## src/hdl/sbcmd_defines.vh

```
// Purpose: constants for the operating-mode output decoder
// Assumes: included by every decoder file
// Notes: register offsets are byte addresses on APB
`ifndef SBCMD_DEFINES_VH
`define SBCMD_DEFINES_VH
// Chip operating mode codes
`define SBCMD_M_OFF 3'h0
`define SBCMD_M_FNM 3'h1
`define SBCMD_M_STB 3'h2
`define SBCMD_M_NRM 3'h3
`define SBCMD_M_SLP 3'h4
`define SBCMD_M_RST 3'h5
`define SBCMD_M_OVL 3'h6
`define SBCMD_M_FSP 3'h7
// Register byte offsets
`define SBCMD_OFS_CTRL 8'h00
`define SBCMD_OFS_FSAFE 8'h04
`define SBCMD_OFS_HVIO 8'h08
`define SBCMD_OFS_STAT 8'h0C
// Control register fields
`define SBCMD_CTRL_W 13
`define SBCMD_CTRL_RST 13'h0800
`define SBCMD_V2C_LSB 0
`define SBCMD_SMPS_ON 2
`define SBCMD_SMPS_ALT 3
`define SBCMD_CMC_LSB 4
`define SBCMD_LMC1_LSB 6
`define SBCMD_LMC2_LSB 8
`define SBCMD_WMC_LSB 10
// Fail-safe register fields
`define SBCMD_FSAFE_W 4
`define SBCMD_FSAFE_RST 4'h0
`define SBCMD_ENC_LSB 0
`define SBCMD_EN_PIN_DRIVE_CFG_BIT 2
`define SBCMD_LHC_BIT 3
// Transceiver mode field codes
`define SBCMD_MC_OFFL 2'h0
`define SBCMD_MC_ACT1 2'h1
`define SBCMD_MC_ACT2 2'h2
`define SBCMD_MC_LSN 2'h3
// CAN transceiver states
`define SBCMD_CAN_OFF 3'h0
`define SBCMD_CAN_OFFL 3'h1
`define SBCMD_CAN_BIAS 3'h2
`define SBCMD_CAN_LSN 3'h3
`define SBCMD_CAN_ACT 3'h4
// LIN transceiver states
`define SBCMD_LIN_OFF 2'h0
`define SBCMD_LIN_OFFL 2'h1
`define SBCMD_LIN_LSN 2'h2
`define SBCMD_LIN_ACT 2'h3
// Serial port states
`define SBCMD_SPI_DIS 2'h0
`define SBCMD_SPI_LIM 2'h1
`define SBCMD_SPI_ACT 2'h2
// Watchdog off code
`define SBCMD_WD_OFF 3'h0
`endif

```

## src/hdl/sbcmd_decoder.v

```verilog
// Purpose: decode chip operating mode into per-block output states
// Assumes: mode and bus inputs synchronous to pclk; APB slave with one wait state, registered decode
// Notes: every output but the tied-low fallback_o is registered, so outputs lag inputs by one pclk
`timescale 1ns/10ps
`include "sbcmd_defines.vh"
// Behaviour
// - Secondary regulator off in Off/Overload, on in Forced Normal, else its field.
// - HV I/O follow config; low-side forced off in Standby/Sleep/Reset/FORCED_SLEEP_PREP.
// - HV I/O off in Off and Forced Normal, fail-safe in Overload.
// - SMPS off Off/Overload, default Forced Normal, on Reset/FORCED_SLEEP_PREP, else config.
// - CAN by mode field; Off on shutdown, Off/Overload; active Forced Normal; Reset/FORCED_SLEEP_PREP offline or bias only.
// - LIN off Off/Overload, active Forced Normal, offline Sleep/Reset/FORCED_SLEEP_PREP, else field.
// - Second LIN and HV I/O pins exist only per variant parameters.
// - Enable pin off in Off/Forced Normal/Reset/Overload, else control and drive fields.
// - Enable pin is open-drain in Sleep, or when the drive config bit is set.
// - Fallback floats Off/Forced Normal, active in Overload/FORCED_SLEEP_PREP, else its bit.
// - Watchdog off except Standby, Normal, Sleep where its mode field rules.
// - In Overload fallback bit is set to one and reset output driven low.
module sbcmd_decoder #(
  parameter HAS_LIN2 = 1,
  parameter HAS_HVIO = 1,
  parameter HVIO_N = 8
) (
  // Clock and reset
  input wire pclk,
  input wire presetn,
  // APB slave
  input wire psel,
  input wire penable,
  input wire pwrite,
  input wire [7:0] paddr,
  input wire [31:0] pwdata,
  output wire [31:0] prdata,
  output wire pready,
  output wire pslverr,
  // Mode and conditions
  input wire [2:0] chip_mode,
  input wire can_shutdown,
  input wire can_wake,
  input wire [1:0] lin_wake,
  input wire can_bus_rx,
  input wire [1:0] lin_bus_rx,
  // Supplies
  output wire secondary_regulator,
  output wire smps_on,
  output wire smps_default_v,
  // High-voltage I/O
  output wire [HVIO_N-1:0] hv_io_hs_en,
  output wire [HVIO_N-1:0] hv_io_ls_en,
  output wire [HVIO_N-1:0] hv_io_failsafe,
  // Transceivers
  output wire [2:0] can_state,
  output wire [1:0] lin1_state,
  output wire [1:0] lin2_state,
  output wire can_receive_out,
  output wire [1:0] lin_receive_out,
  // Pins and functions
  output wire en_pin_o,
  output wire en_pin_oe,
  output wire reset_out_low,
  output wire fallback_o,
  output wire fallback_oe,
  output wire [1:0] spi_state,
  output wire [2:0] wd_mode
);
  // APB side and software registers
  reg [31:0] prdata_ff, nxt_rdata;
  reg pready_ff, pslverr_ff, nxt_err;
  reg [`SBCMD_CTRL_W-1:0] ctrl_ff;
  reg [`SBCMD_FSAFE_W-1:0] fsafe_ff, nxt_fsafe;
  reg [2*HVIO_N-1:0] hvio_ff;
  // Decoded outputs and their next values
  reg v2_ff, smps_ff, smps_def_ff, crx_ff, en_o_ff, en_oe_ff, rst_low_ff, fb_oe_ff;
  reg nxt_v2, nxt_smps, nxt_smps_def, nxt_crx, nxt_en_o, nxt_en_oe, nxt_rst_low, nxt_fb_oe;
  reg [1:0] lin1_ff, lin2_ff, lrx_ff, spi_ff, nxt_spi;
  reg [2:0] can_ff, wd_ff, nxt_can, nxt_wd;
  reg [HVIO_N-1:0] hs_ff, ls_ff, fs_ff, nxt_hs, nxt_ls, nxt_fs;
  wire access, wr_done, hv_present, lin2_present;
  wire [1:0] can_mode_ctrl, nxt_lin1, nxt_lin2, nxt_lrx;
  wire [HVIO_N-1:0] hs_cfg, ls_cfg;
  // Field helpers
  function [1:0] fld2;
    input [`SBCMD_CTRL_W-1:0] r;
    input integer lsb;
    begin
      fld2 = r[lsb +: 2];
    end
  endfunction
  assign access = psel & penable;
  assign wr_done = access & pready_ff & pwrite;
  assign can_mode_ctrl = fld2(ctrl_ff, `SBCMD_CMC_LSB);
  assign hv_present = (HAS_HVIO != 0);
  assign lin2_present = (HAS_LIN2 != 0);

  // Split per-pin high-side and low-side enables
  genvar g;
  generate
    for (g = 0; g < HVIO_N; g = g + 1) begin : g_hv
      assign hs_cfg[g] = hvio_ff[2*g];
      assign ls_cfg[g] = hvio_ff[2*g+1];
    end
  endgenerate

  // LIN channels; second one gated by variant
  sbcmd_lin_dec u_lin1 (
    .mode(chip_mode), .lin_mode_ctrl(fld2(ctrl_ff, `SBCMD_LMC1_LSB)), .present(1'b1),
    .wake(lin_wake[0]), .bus_rx(lin_bus_rx[0]), .state(nxt_lin1), .lin_receive_out(nxt_lrx[0])
  );
  sbcmd_lin_dec u_lin2 (
    .mode(chip_mode), .lin_mode_ctrl(fld2(ctrl_ff, `SBCMD_LMC2_LSB)), .present(lin2_present),
    .wake(lin_wake[1]), .bus_rx(lin_bus_rx[1]), .state(nxt_lin2), .lin_receive_out(nxt_lrx[1])
  );

  // Read mux and unmapped-address error
  always @* begin
    nxt_rdata = 32'h00000000;
    nxt_err = 1'b0;
    case (paddr)
      `SBCMD_OFS_CTRL: nxt_rdata[`SBCMD_CTRL_W-1:0] = ctrl_ff;
      `SBCMD_OFS_FSAFE: nxt_rdata[`SBCMD_FSAFE_W-1:0] = fsafe_ff;
      `SBCMD_OFS_HVIO: nxt_rdata[2*HVIO_N-1:0] = hvio_ff;
      `SBCMD_OFS_STAT: begin
        nxt_err = pwrite; // Status is read-only
        nxt_rdata[17:0] = {smps_ff, v2_ff, rst_low_ff, wd_ff, spi_ff,
                           lin2_ff, lin1_ff, can_ff, chip_mode};
      end
      default: nxt_err = 1'b1;
    endcase
  end

  // Fail-safe register: hardware set of fallback bit wins over a write
  always @* begin
    nxt_fsafe = fsafe_ff;
    if (wr_done && paddr == `SBCMD_OFS_FSAFE) begin
      nxt_fsafe = pwdata[`SBCMD_FSAFE_W-1:0];
    end
    if (chip_mode == `SBCMD_M_OVL || chip_mode == `SBCMD_M_FSP) begin
      nxt_fsafe[`SBCMD_LHC_BIT] = 1'b1;
    end
  end

  // APB slave: one wait state so every answer comes from a flop
  always @(posedge pclk or negedge presetn) begin
    if (!presetn) begin
      pready_ff <= 1'b0;
      pslverr_ff <= 1'b0;
      prdata_ff <= 32'h00000000;
      ctrl_ff <= `SBCMD_CTRL_RST;
      fsafe_ff <= `SBCMD_FSAFE_RST;
      hvio_ff <= {(2*HVIO_N){1'b0}};
    end else begin
      pready_ff <= access & ~pready_ff;
      if (access && !pready_ff) begin
        prdata_ff <= pwrite ? 32'h00000000 : nxt_rdata;
        pslverr_ff <= nxt_err;
      end else begin
        pslverr_ff <= 1'b0;
      end
      if (wr_done && paddr == `SBCMD_OFS_CTRL) begin
        ctrl_ff <= pwdata[`SBCMD_CTRL_W-1:0];
      end
      if (wr_done && paddr == `SBCMD_OFS_HVIO) begin
        hvio_ff <= pwdata[2*HVIO_N-1:0];
      end
      fsafe_ff <= nxt_fsafe;
    end
  end

  // Supplies, HV I/O, pins and functions per mode
  always @* begin
    nxt_v2 = (fld2(ctrl_ff, `SBCMD_V2C_LSB) != 2'h0);
    nxt_smps = ctrl_ff[`SBCMD_SMPS_ON];
    nxt_smps_def = ~ctrl_ff[`SBCMD_SMPS_ALT];
    nxt_hs = {HVIO_N{1'b0}};
    nxt_ls = {HVIO_N{1'b0}};
    nxt_fs = {HVIO_N{1'b0}};
    nxt_en_o = 1'b0;
    nxt_en_oe = 1'b0;
    nxt_rst_low = 1'b0; // Low means asserted
    nxt_fb_oe = fsafe_ff[`SBCMD_LHC_BIT];
    nxt_spi = `SBCMD_SPI_DIS;
    nxt_wd = `SBCMD_WD_OFF;
    case (chip_mode)
      `SBCMD_M_OFF: begin
        nxt_v2 = 1'b0;
        nxt_smps = 1'b0;
        nxt_fb_oe = 1'b0;
      end
      `SBCMD_M_FNM: begin
        nxt_v2 = 1'b1;
        nxt_smps = 1'b1;
        nxt_smps_def = 1'b1;
        nxt_rst_low = 1'b1;
        nxt_fb_oe = 1'b0;
        nxt_spi = `SBCMD_SPI_LIM;
      end
      `SBCMD_M_STB, `SBCMD_M_NRM: begin
        nxt_hs = hs_cfg;
        nxt_ls = (chip_mode == `SBCMD_M_NRM) ? ls_cfg : {HVIO_N{1'b0}};
        nxt_rst_low = 1'b1;
        nxt_spi = `SBCMD_SPI_ACT;
        nxt_wd = ctrl_ff[`SBCMD_WMC_LSB +: 3];
      end
      `SBCMD_M_SLP: begin
        nxt_hs = hs_cfg;
        nxt_wd = ctrl_ff[`SBCMD_WMC_LSB +: 3];
      end
      `SBCMD_M_RST: begin
        nxt_hs = hs_cfg;
        nxt_smps = 1'b1;
      end
      `SBCMD_M_OVL: begin
        nxt_v2 = 1'b0;
        nxt_smps = 1'b0;
        nxt_fs = {HVIO_N{1'b1}};
        nxt_fb_oe = 1'b1;
      end
      `SBCMD_M_FSP: begin
        nxt_hs = hs_cfg;
        nxt_smps = 1'b1;
        nxt_fb_oe = 1'b1;
      end
      default: nxt_spi = `SBCMD_SPI_DIS;
    endcase
    // Enable pin: push-pull drives both levels, open-drain only pulls low
    if (chip_mode == `SBCMD_M_STB || chip_mode == `SBCMD_M_NRM ||
        chip_mode == `SBCMD_M_SLP || chip_mode == `SBCMD_M_FSP) begin
      if (fsafe_ff[`SBCMD_EN_PIN_DRIVE_CFG_BIT] || chip_mode == `SBCMD_M_SLP) begin
        nxt_en_o = 1'b0;
        nxt_en_oe = ~fsafe_ff[`SBCMD_ENC_LSB];
      end else begin
        nxt_en_o = fsafe_ff[`SBCMD_ENC_LSB];
        nxt_en_oe = fsafe_ff[`SBCMD_ENC_LSB + 1];
      end
    end
    // Absent HV I/O pins stay inert
    if (!hv_present) begin
      nxt_hs = {HVIO_N{1'b0}};
      nxt_ls = {HVIO_N{1'b0}};
      nxt_fs = {HVIO_N{1'b0}};
    end
  end

  // CAN state and receive line
  always @* begin
    nxt_can = `SBCMD_CAN_OFF;
    nxt_crx = 1'b1;
    case (chip_mode)
      `SBCMD_M_FNM: begin
        nxt_can = `SBCMD_CAN_ACT;
        nxt_crx = can_bus_rx;
      end
      `SBCMD_M_STB, `SBCMD_M_NRM, `SBCMD_M_SLP: begin
        // Active only in Normal; elsewhere the active codes give offline bias
        if (can_mode_ctrl == `SBCMD_MC_LSN) begin
          nxt_can = `SBCMD_CAN_LSN;
        end else if (can_mode_ctrl == `SBCMD_MC_OFFL) begin
          nxt_can = `SBCMD_CAN_OFFL;
        end else begin
          nxt_can = (chip_mode == `SBCMD_M_NRM) ? `SBCMD_CAN_ACT : `SBCMD_CAN_BIAS;
        end
        // Sleep keeps the pull-up; Normal listen shows the bus just as Standby does
        if (chip_mode != `SBCMD_M_SLP) begin
          nxt_crx = (can_mode_ctrl == `SBCMD_MC_LSN || (chip_mode == `SBCMD_M_NRM && can_mode_ctrl != `SBCMD_MC_OFFL))
            ? can_bus_rx : ~can_wake;
        end
      end
      `SBCMD_M_RST, `SBCMD_M_FSP: begin
        nxt_can = (can_mode_ctrl == `SBCMD_MC_OFFL) ? `SBCMD_CAN_OFFL : `SBCMD_CAN_BIAS;
        if (chip_mode == `SBCMD_M_RST) begin
          nxt_crx = ~can_wake;
        end
      end
      default: nxt_can = `SBCMD_CAN_OFF;
    endcase
    if (can_shutdown) begin
      nxt_can = `SBCMD_CAN_OFF;
    end
  end

  // Output registers; reset gives the Off-mode picture
  always @(posedge pclk or negedge presetn) begin
    if (!presetn) begin
      v2_ff <= 1'b0;
      smps_ff <= 1'b0;
      smps_def_ff <= 1'b1;
      hs_ff <= {HVIO_N{1'b0}};
      ls_ff <= {HVIO_N{1'b0}};
      fs_ff <= {HVIO_N{1'b0}};
      can_ff <= `SBCMD_CAN_OFF;
      lin1_ff <= `SBCMD_LIN_OFF;
      lin2_ff <= `SBCMD_LIN_OFF;
      crx_ff <= 1'b1;
      lrx_ff <= 2'h3;
      en_o_ff <= 1'b0;
      en_oe_ff <= 1'b0;
      rst_low_ff <= 1'b0;
      fb_oe_ff <= 1'b0;
      spi_ff <= `SBCMD_SPI_DIS;
      wd_ff <= `SBCMD_WD_OFF;
    end else begin
      v2_ff <= nxt_v2;
      smps_ff <= nxt_smps;
      smps_def_ff <= nxt_smps_def;
      hs_ff <= nxt_hs;
      ls_ff <= nxt_ls;
      fs_ff <= nxt_fs;
      can_ff <= nxt_can;
      lin1_ff <= nxt_lin1;
      lin2_ff <= nxt_lin2;
      crx_ff <= nxt_crx;
      lrx_ff <= nxt_lrx;
      en_o_ff <= nxt_en_o;
      en_oe_ff <= nxt_en_oe;
      rst_low_ff <= nxt_rst_low;
      fb_oe_ff <= nxt_fb_oe;
      spi_ff <= nxt_spi;
      wd_ff <= nxt_wd;
    end
  end
  // Every output but fallback_o, tied low, comes straight from its flop
  assign prdata = prdata_ff, pready = pready_ff, pslverr = pslverr_ff;
  assign secondary_regulator = v2_ff, smps_on = smps_ff, smps_default_v = smps_def_ff;
  assign hv_io_hs_en = hs_ff, hv_io_ls_en = ls_ff, hv_io_failsafe = fs_ff;
  assign can_state = can_ff, lin1_state = lin1_ff, lin2_state = lin2_ff;
  assign can_receive_out = crx_ff, lin_receive_out = lrx_ff;
  assign en_pin_o = en_o_ff, en_pin_oe = en_oe_ff, reset_out_low = rst_low_ff;
  assign fallback_o = 1'b0, fallback_oe = fb_oe_ff; // Active fallback always pulls low
  assign spi_state = spi_ff, wd_mode = wd_ff;
endmodule // sbcmd_decoder

```

## src/hdl/sbcmd_lin_dec.v

```verilog
// Purpose: one LIN channel state and receive-line decode
// Assumes: mode and field inputs already registered
// Notes: purely combinational, registered by the parent
`timescale 1ns/10ps
`include "sbcmd_defines.vh"
module sbcmd_lin_dec (
  // Mode and control
  input wire [2:0] mode,
  input wire [1:0] lin_mode_ctrl,
  input wire present,
  // Bus side
  input wire wake,
  input wire bus_rx,
  // Decoded
  output reg [1:0] state,
  output reg lin_receive_out
);
  reg show;
  // Transceiver state and receive-line source per mode
  always @* begin
    state = `SBCMD_LIN_OFF;
    lin_receive_out = 1'b1;
    show = (lin_mode_ctrl == `SBCMD_MC_ACT1) || (lin_mode_ctrl == `SBCMD_MC_ACT2);
    case (mode)
      `SBCMD_M_FNM: begin
        state = `SBCMD_LIN_ACT;
        lin_receive_out = bus_rx;
      end
      `SBCMD_M_STB: begin
        // Active not allowed here, falls back to offline
        state = (lin_mode_ctrl == `SBCMD_MC_LSN) ? `SBCMD_LIN_LSN : `SBCMD_LIN_OFFL;
        lin_receive_out = (lin_mode_ctrl == `SBCMD_MC_LSN) ? bus_rx : ~wake;
      end
      `SBCMD_M_NRM: begin
        if (show) begin
          state = `SBCMD_LIN_ACT;
        end else if (lin_mode_ctrl == `SBCMD_MC_LSN) begin
          state = `SBCMD_LIN_LSN;
        end else begin
          state = `SBCMD_LIN_OFFL;
        end
        // Listen shows the bus here just as in Standby
        lin_receive_out = (lin_mode_ctrl != `SBCMD_MC_OFFL) ? bus_rx : ~wake;
      end
      `SBCMD_M_RST: begin
        state = `SBCMD_LIN_OFFL;
        lin_receive_out = ~wake;
      end
      `SBCMD_M_SLP, `SBCMD_M_FSP: begin
        state = `SBCMD_LIN_OFFL;
      end
      default: begin
        state = `SBCMD_LIN_OFF;
      end
    endcase
    // Absent channel stays off and pulled up
    if (!present) begin
      state = `SBCMD_LIN_OFF;
      lin_receive_out = 1'b1;
    end
  end
endmodule // sbcmd_lin_dec

```

## config.mk

```make
export PLATFORM = sky130hd
export DESIGN_NAME = sbcmd_decoder
export DESIGN_NICKNAME = d
export VERILOG_FILES = /design/src/hdl/sbcmd_decoder.v /design/src/hdl/sbcmd_lin_dec.v
export VERILOG_INCLUDE_DIRS = /design/src /design/src/hdl
export SDC_FILE = /design/constraint.sdc
export NUM_CORES = 1
export LEC_CHECK = 0
export BUFFER_PORTS_ARGS = -buffer_cell sky130_fd_sc_hd__buf_2
export CORE_MARGIN = 4
export CORE_UTILIZATION = 35
export CTS_CLUSTER_SIZE = 8
export DETAILED_ROUTE_END_ITERATION = 7
export GPL_TIMING_DRIVEN = 1
export PLACE_DENSITY_LB_ADDON = 0.05
export SLEW_MARGIN = 20
export SYNTH_ARGS = -nofsm -noshare
export SYNTH_HDL_FRONTEND = slang
export SYNTH_SLANG_ARGS = --single-unit
export TNS_END_PERCENT = 5
```

## constraint.sdc

```tcl
create_clock -name pclk -period 2.6 [get_ports pclk]
set_input_delay 0.52 -clock pclk [delete_from_list [all_inputs] [get_ports pclk]]
set_output_delay 0.52 -clock pclk [all_outputs]
set_load 0.1 [all_outputs]
```

==> impl_metrics.csv <==
group,metric,value,unit
timing,min_period_over_period,72.76,%
cts,cts-root-buf,"clkbuf_16",
outcome,status,"complete, no violations",
power,vdd_drop_max,0.0002276,V
logic_synthesis,avgSynthCellArea,12.06,um^2
finish,num_antenna_cells,0,
die,start_util,36.02,%
setup_path,cp_top_family,"simple AND/OR/NAND/NOR gates",
global_route,grt_pass1_wl,16600,um
setup_path,timing_worst_setup_path_type,"in -> reg",
cts,cts-htree-levels,3,
finish,layout-drive-gt1-share,42.07,%
finish,fin_area,5082,um^2
timing,hold_violations,0,
die,rows,39,
cts,cts-resized-gates,0,
setup_path,critPathBufInv,1,
logic_synthesis,synth.yosys.seq_area_share,55.66,%
routing,detail_route.first_pass.iterations,6,
global_route,grt_max_degree,71,
finish,layout_commonest_cell,"buf_2",
setup_path,slowest_delay,750,ps
finish,final_net_count,506,
cts,hold_buffers,0,
setup_path,critPathLaunchType,"input port",
setup_path,critPathMaxFanout,8,
placed_design,place_inst,581,
logic_synthesis,synth_warnings,0,
logic_synthesis,synth_edf_count,0,
timing,finalClockSkew,7.808,ps
global_route,overflow,0,
cts,clk_latency,330,ps
timing,finalSetupViolCount,0,
power,leakage,2.628,nW
power,total_power,3.174,mW
hold_path,hold_class,"in -> async",
routing,routed_wl,10840,um
logic_synthesis,async_flop_share,100.0,%
timing,rsz0062_at_grt,"false",
finish,syn2layout_area_growth,22.53,%
flow_run,maxCapViolCount,0,
timing,worst_pin_slew,502.2,ps
cts,clk_pin_slew_worst_paths,70,ps
global_route,track_usage,16.27,%
placed_design,portBuffers,104,
timing,period_needed,1892,ps
die,fp.dieH,116.9,um
placed_design,gp_congestion,0.7840,
die,die_w,116.9,um
routing,wl_per_cell,18.15,um
placed_design,post-dp-hpwl,7677,um
setup_path,critPathArrivalTime,2150,ps
timing,drv_slew,0,
cts,cts_buffers,9,
die,core_area,11520,um^2
finish,layout_common_cells,"buf_2 (103), dfrtp_1 (87), mux2_2 (42)",
setup_path,cp.required,2860,ps
timing,setup_tns,0,ps
setup_path,crit_path_top_delay_cell,"or4_1",
timing,max-slew-margin-rel,66.40,%
routing,detail-route-antenna-nets,0,
timing,max_freq,0.5286,GHz
cts,cts_buffer_depth,2,
logic_synthesis,syn_area,4148,um^2
placed_design,placed_area,4805,um^2
logic_synthesis,synthCells,344,
setup_path,path_cells,"buf_2, or4_4, or4_1, o21ai_1",
routing,via_per_inst,4.938,
die,die-area,13660,um^2
global_route,grt_pass1_vias,2919,
power,p_per_area,624.5,nW/um^2
setup_path,end_kind,"register",
die,ios,136,
global_route,antenna_found_initial,0,
cts,cts.sinks,92,
cts,cts_tree,"done",
logic_synthesis,yosysUniqueCellTypes,51,
routing,initialDrtViolationCount,172,
finish,instances_no_fill,597,
cts,post_cts_buffers,0,
logic_synthesis,synthFlopType,"dfrtp_1",
routing,vias,2948,
routing,drc,0,
logic_synthesis,ys_seq_elements,92,
## kinds of logic (layout without fill, tap and decap cells)
| family | after synthesis | after routing | synth area share, % |
|---|---|---|---|
| flip-flops | 92 | 92 | 55.66 |
| AND/OR/NAND/NOR | 84 | 84 | 11.55 |
| AO/OA/AOI/OAI | 66 | 66 | 10.53 |
| multiplexers | 51 | 51 | 14.78 |
| buffers and inverters | 46 | 142 | 6.304 |
| adder cells (fa/ha/maj) | 4 | 4 | 1.086 |
| other | 1 | 15 | 0.09041 |
## final timing paths
| path | startpoint | end | slack [ps] | cells past startpoint |
|---|---|---|---|---|
| max in group asynchronous | presetn | ctrl_ff[11]$_DFFE_PN1P_ | 1810 | 2 |
| worst max register to register | pready$_DFF_PN0_ | hvio_ff[12]$_DFFE_PN0P_ | 960 | 4 |
| worst min register to register | ctrl_ff[3]$_DFFE_PN0P_ | smps_default_v$_DFF_PN1_ | 460 | 1 |
| worst max-delay path | paddr[1] | prdata[8]$_DFFE_PN0P_ | 710 | 4 |
| min in group pclk | can_shutdown | can_state[0]$_DFF_PN0_ | 400 | 2 |
| worst min-delay path | presetn | hv_io_ls_en[7]$_DFF_PN0_ | 70 | 1 |
## synthesized netlist by cell type (4+ instances only)
cell,instances,share of area [%]
o21ai_0,9,1.1
buf_4,22,4.0
mux2i_1,5,1.2
nand2_1,18,1.6
mux2_2,42,11
clkbuf_1,11,1.0
a22o_1,6,1.3
nor2_1,11,1.0
and2_1,20,3.0
inv_1,6,0.54
o21ai_1,8,0.97
nand2b_1,4,0.60
nor3_1,5,0.60
a21oi_1,14,1.7
dfstp_2,5,3.2
a22oi_1,8,1.4
buf_2,5,0.60
dfrtp_1,87,52
nor2b_1,9,1.4
mux4_2,4,2.2
## state kept, by name, summed over array words and instances, names as in the netlist, 2 cells and up
register and cells:
fsafe_ff 4, wd_mode 3, hvio_ff 16, lin1_state 2
ctrl_ff 13, lin_receive_out 2, prdata 18, spi_state 2
lin2_state 2, hv_io_hs_en 8, hv_io_ls_en 8, can_state 3
## through the flow
| stage | hold WS [ps] | setup WS [ps] | util (%) |
|---|---|---|---|
| after floorplan | 224.4 | 489.2 | - |
| after global placement | 439.4 | 416.9 | 41.72 |
| after detailed placement | 440.5 | 371.2 | 41.72 |
| after CTS | 75.63 | 717.1 | 44.13 |
| after global routing | 85.21 | 690.5 | 44.13 |
| final | 74.73 | 708.2 | 44.13 |
## cell type report
type                    count  area, um^2
clock buffers              12       246.5
clock inverters             4       31.28
fillers                  1122        6434
inverters                   7       26.28
multi-input cells         220        1630
flip-flops and latches     92        2308
well taps                 143       178.9
repair buffers            119       660.6
## where the power goes
group          switching (mW)  internal, mW
clock network           0.548         0.683
logic                   0.392        0.0879
registers              0.0115          1.45
## per-layer routing
metal	share of wire (%)	track usage (%)
met1	47	23.10
met2	47	25.37
met3	4.9	2.571
met4	1.4	5.734
met5	0	0
Note: power is estimated with default switching activity, not from simulation.
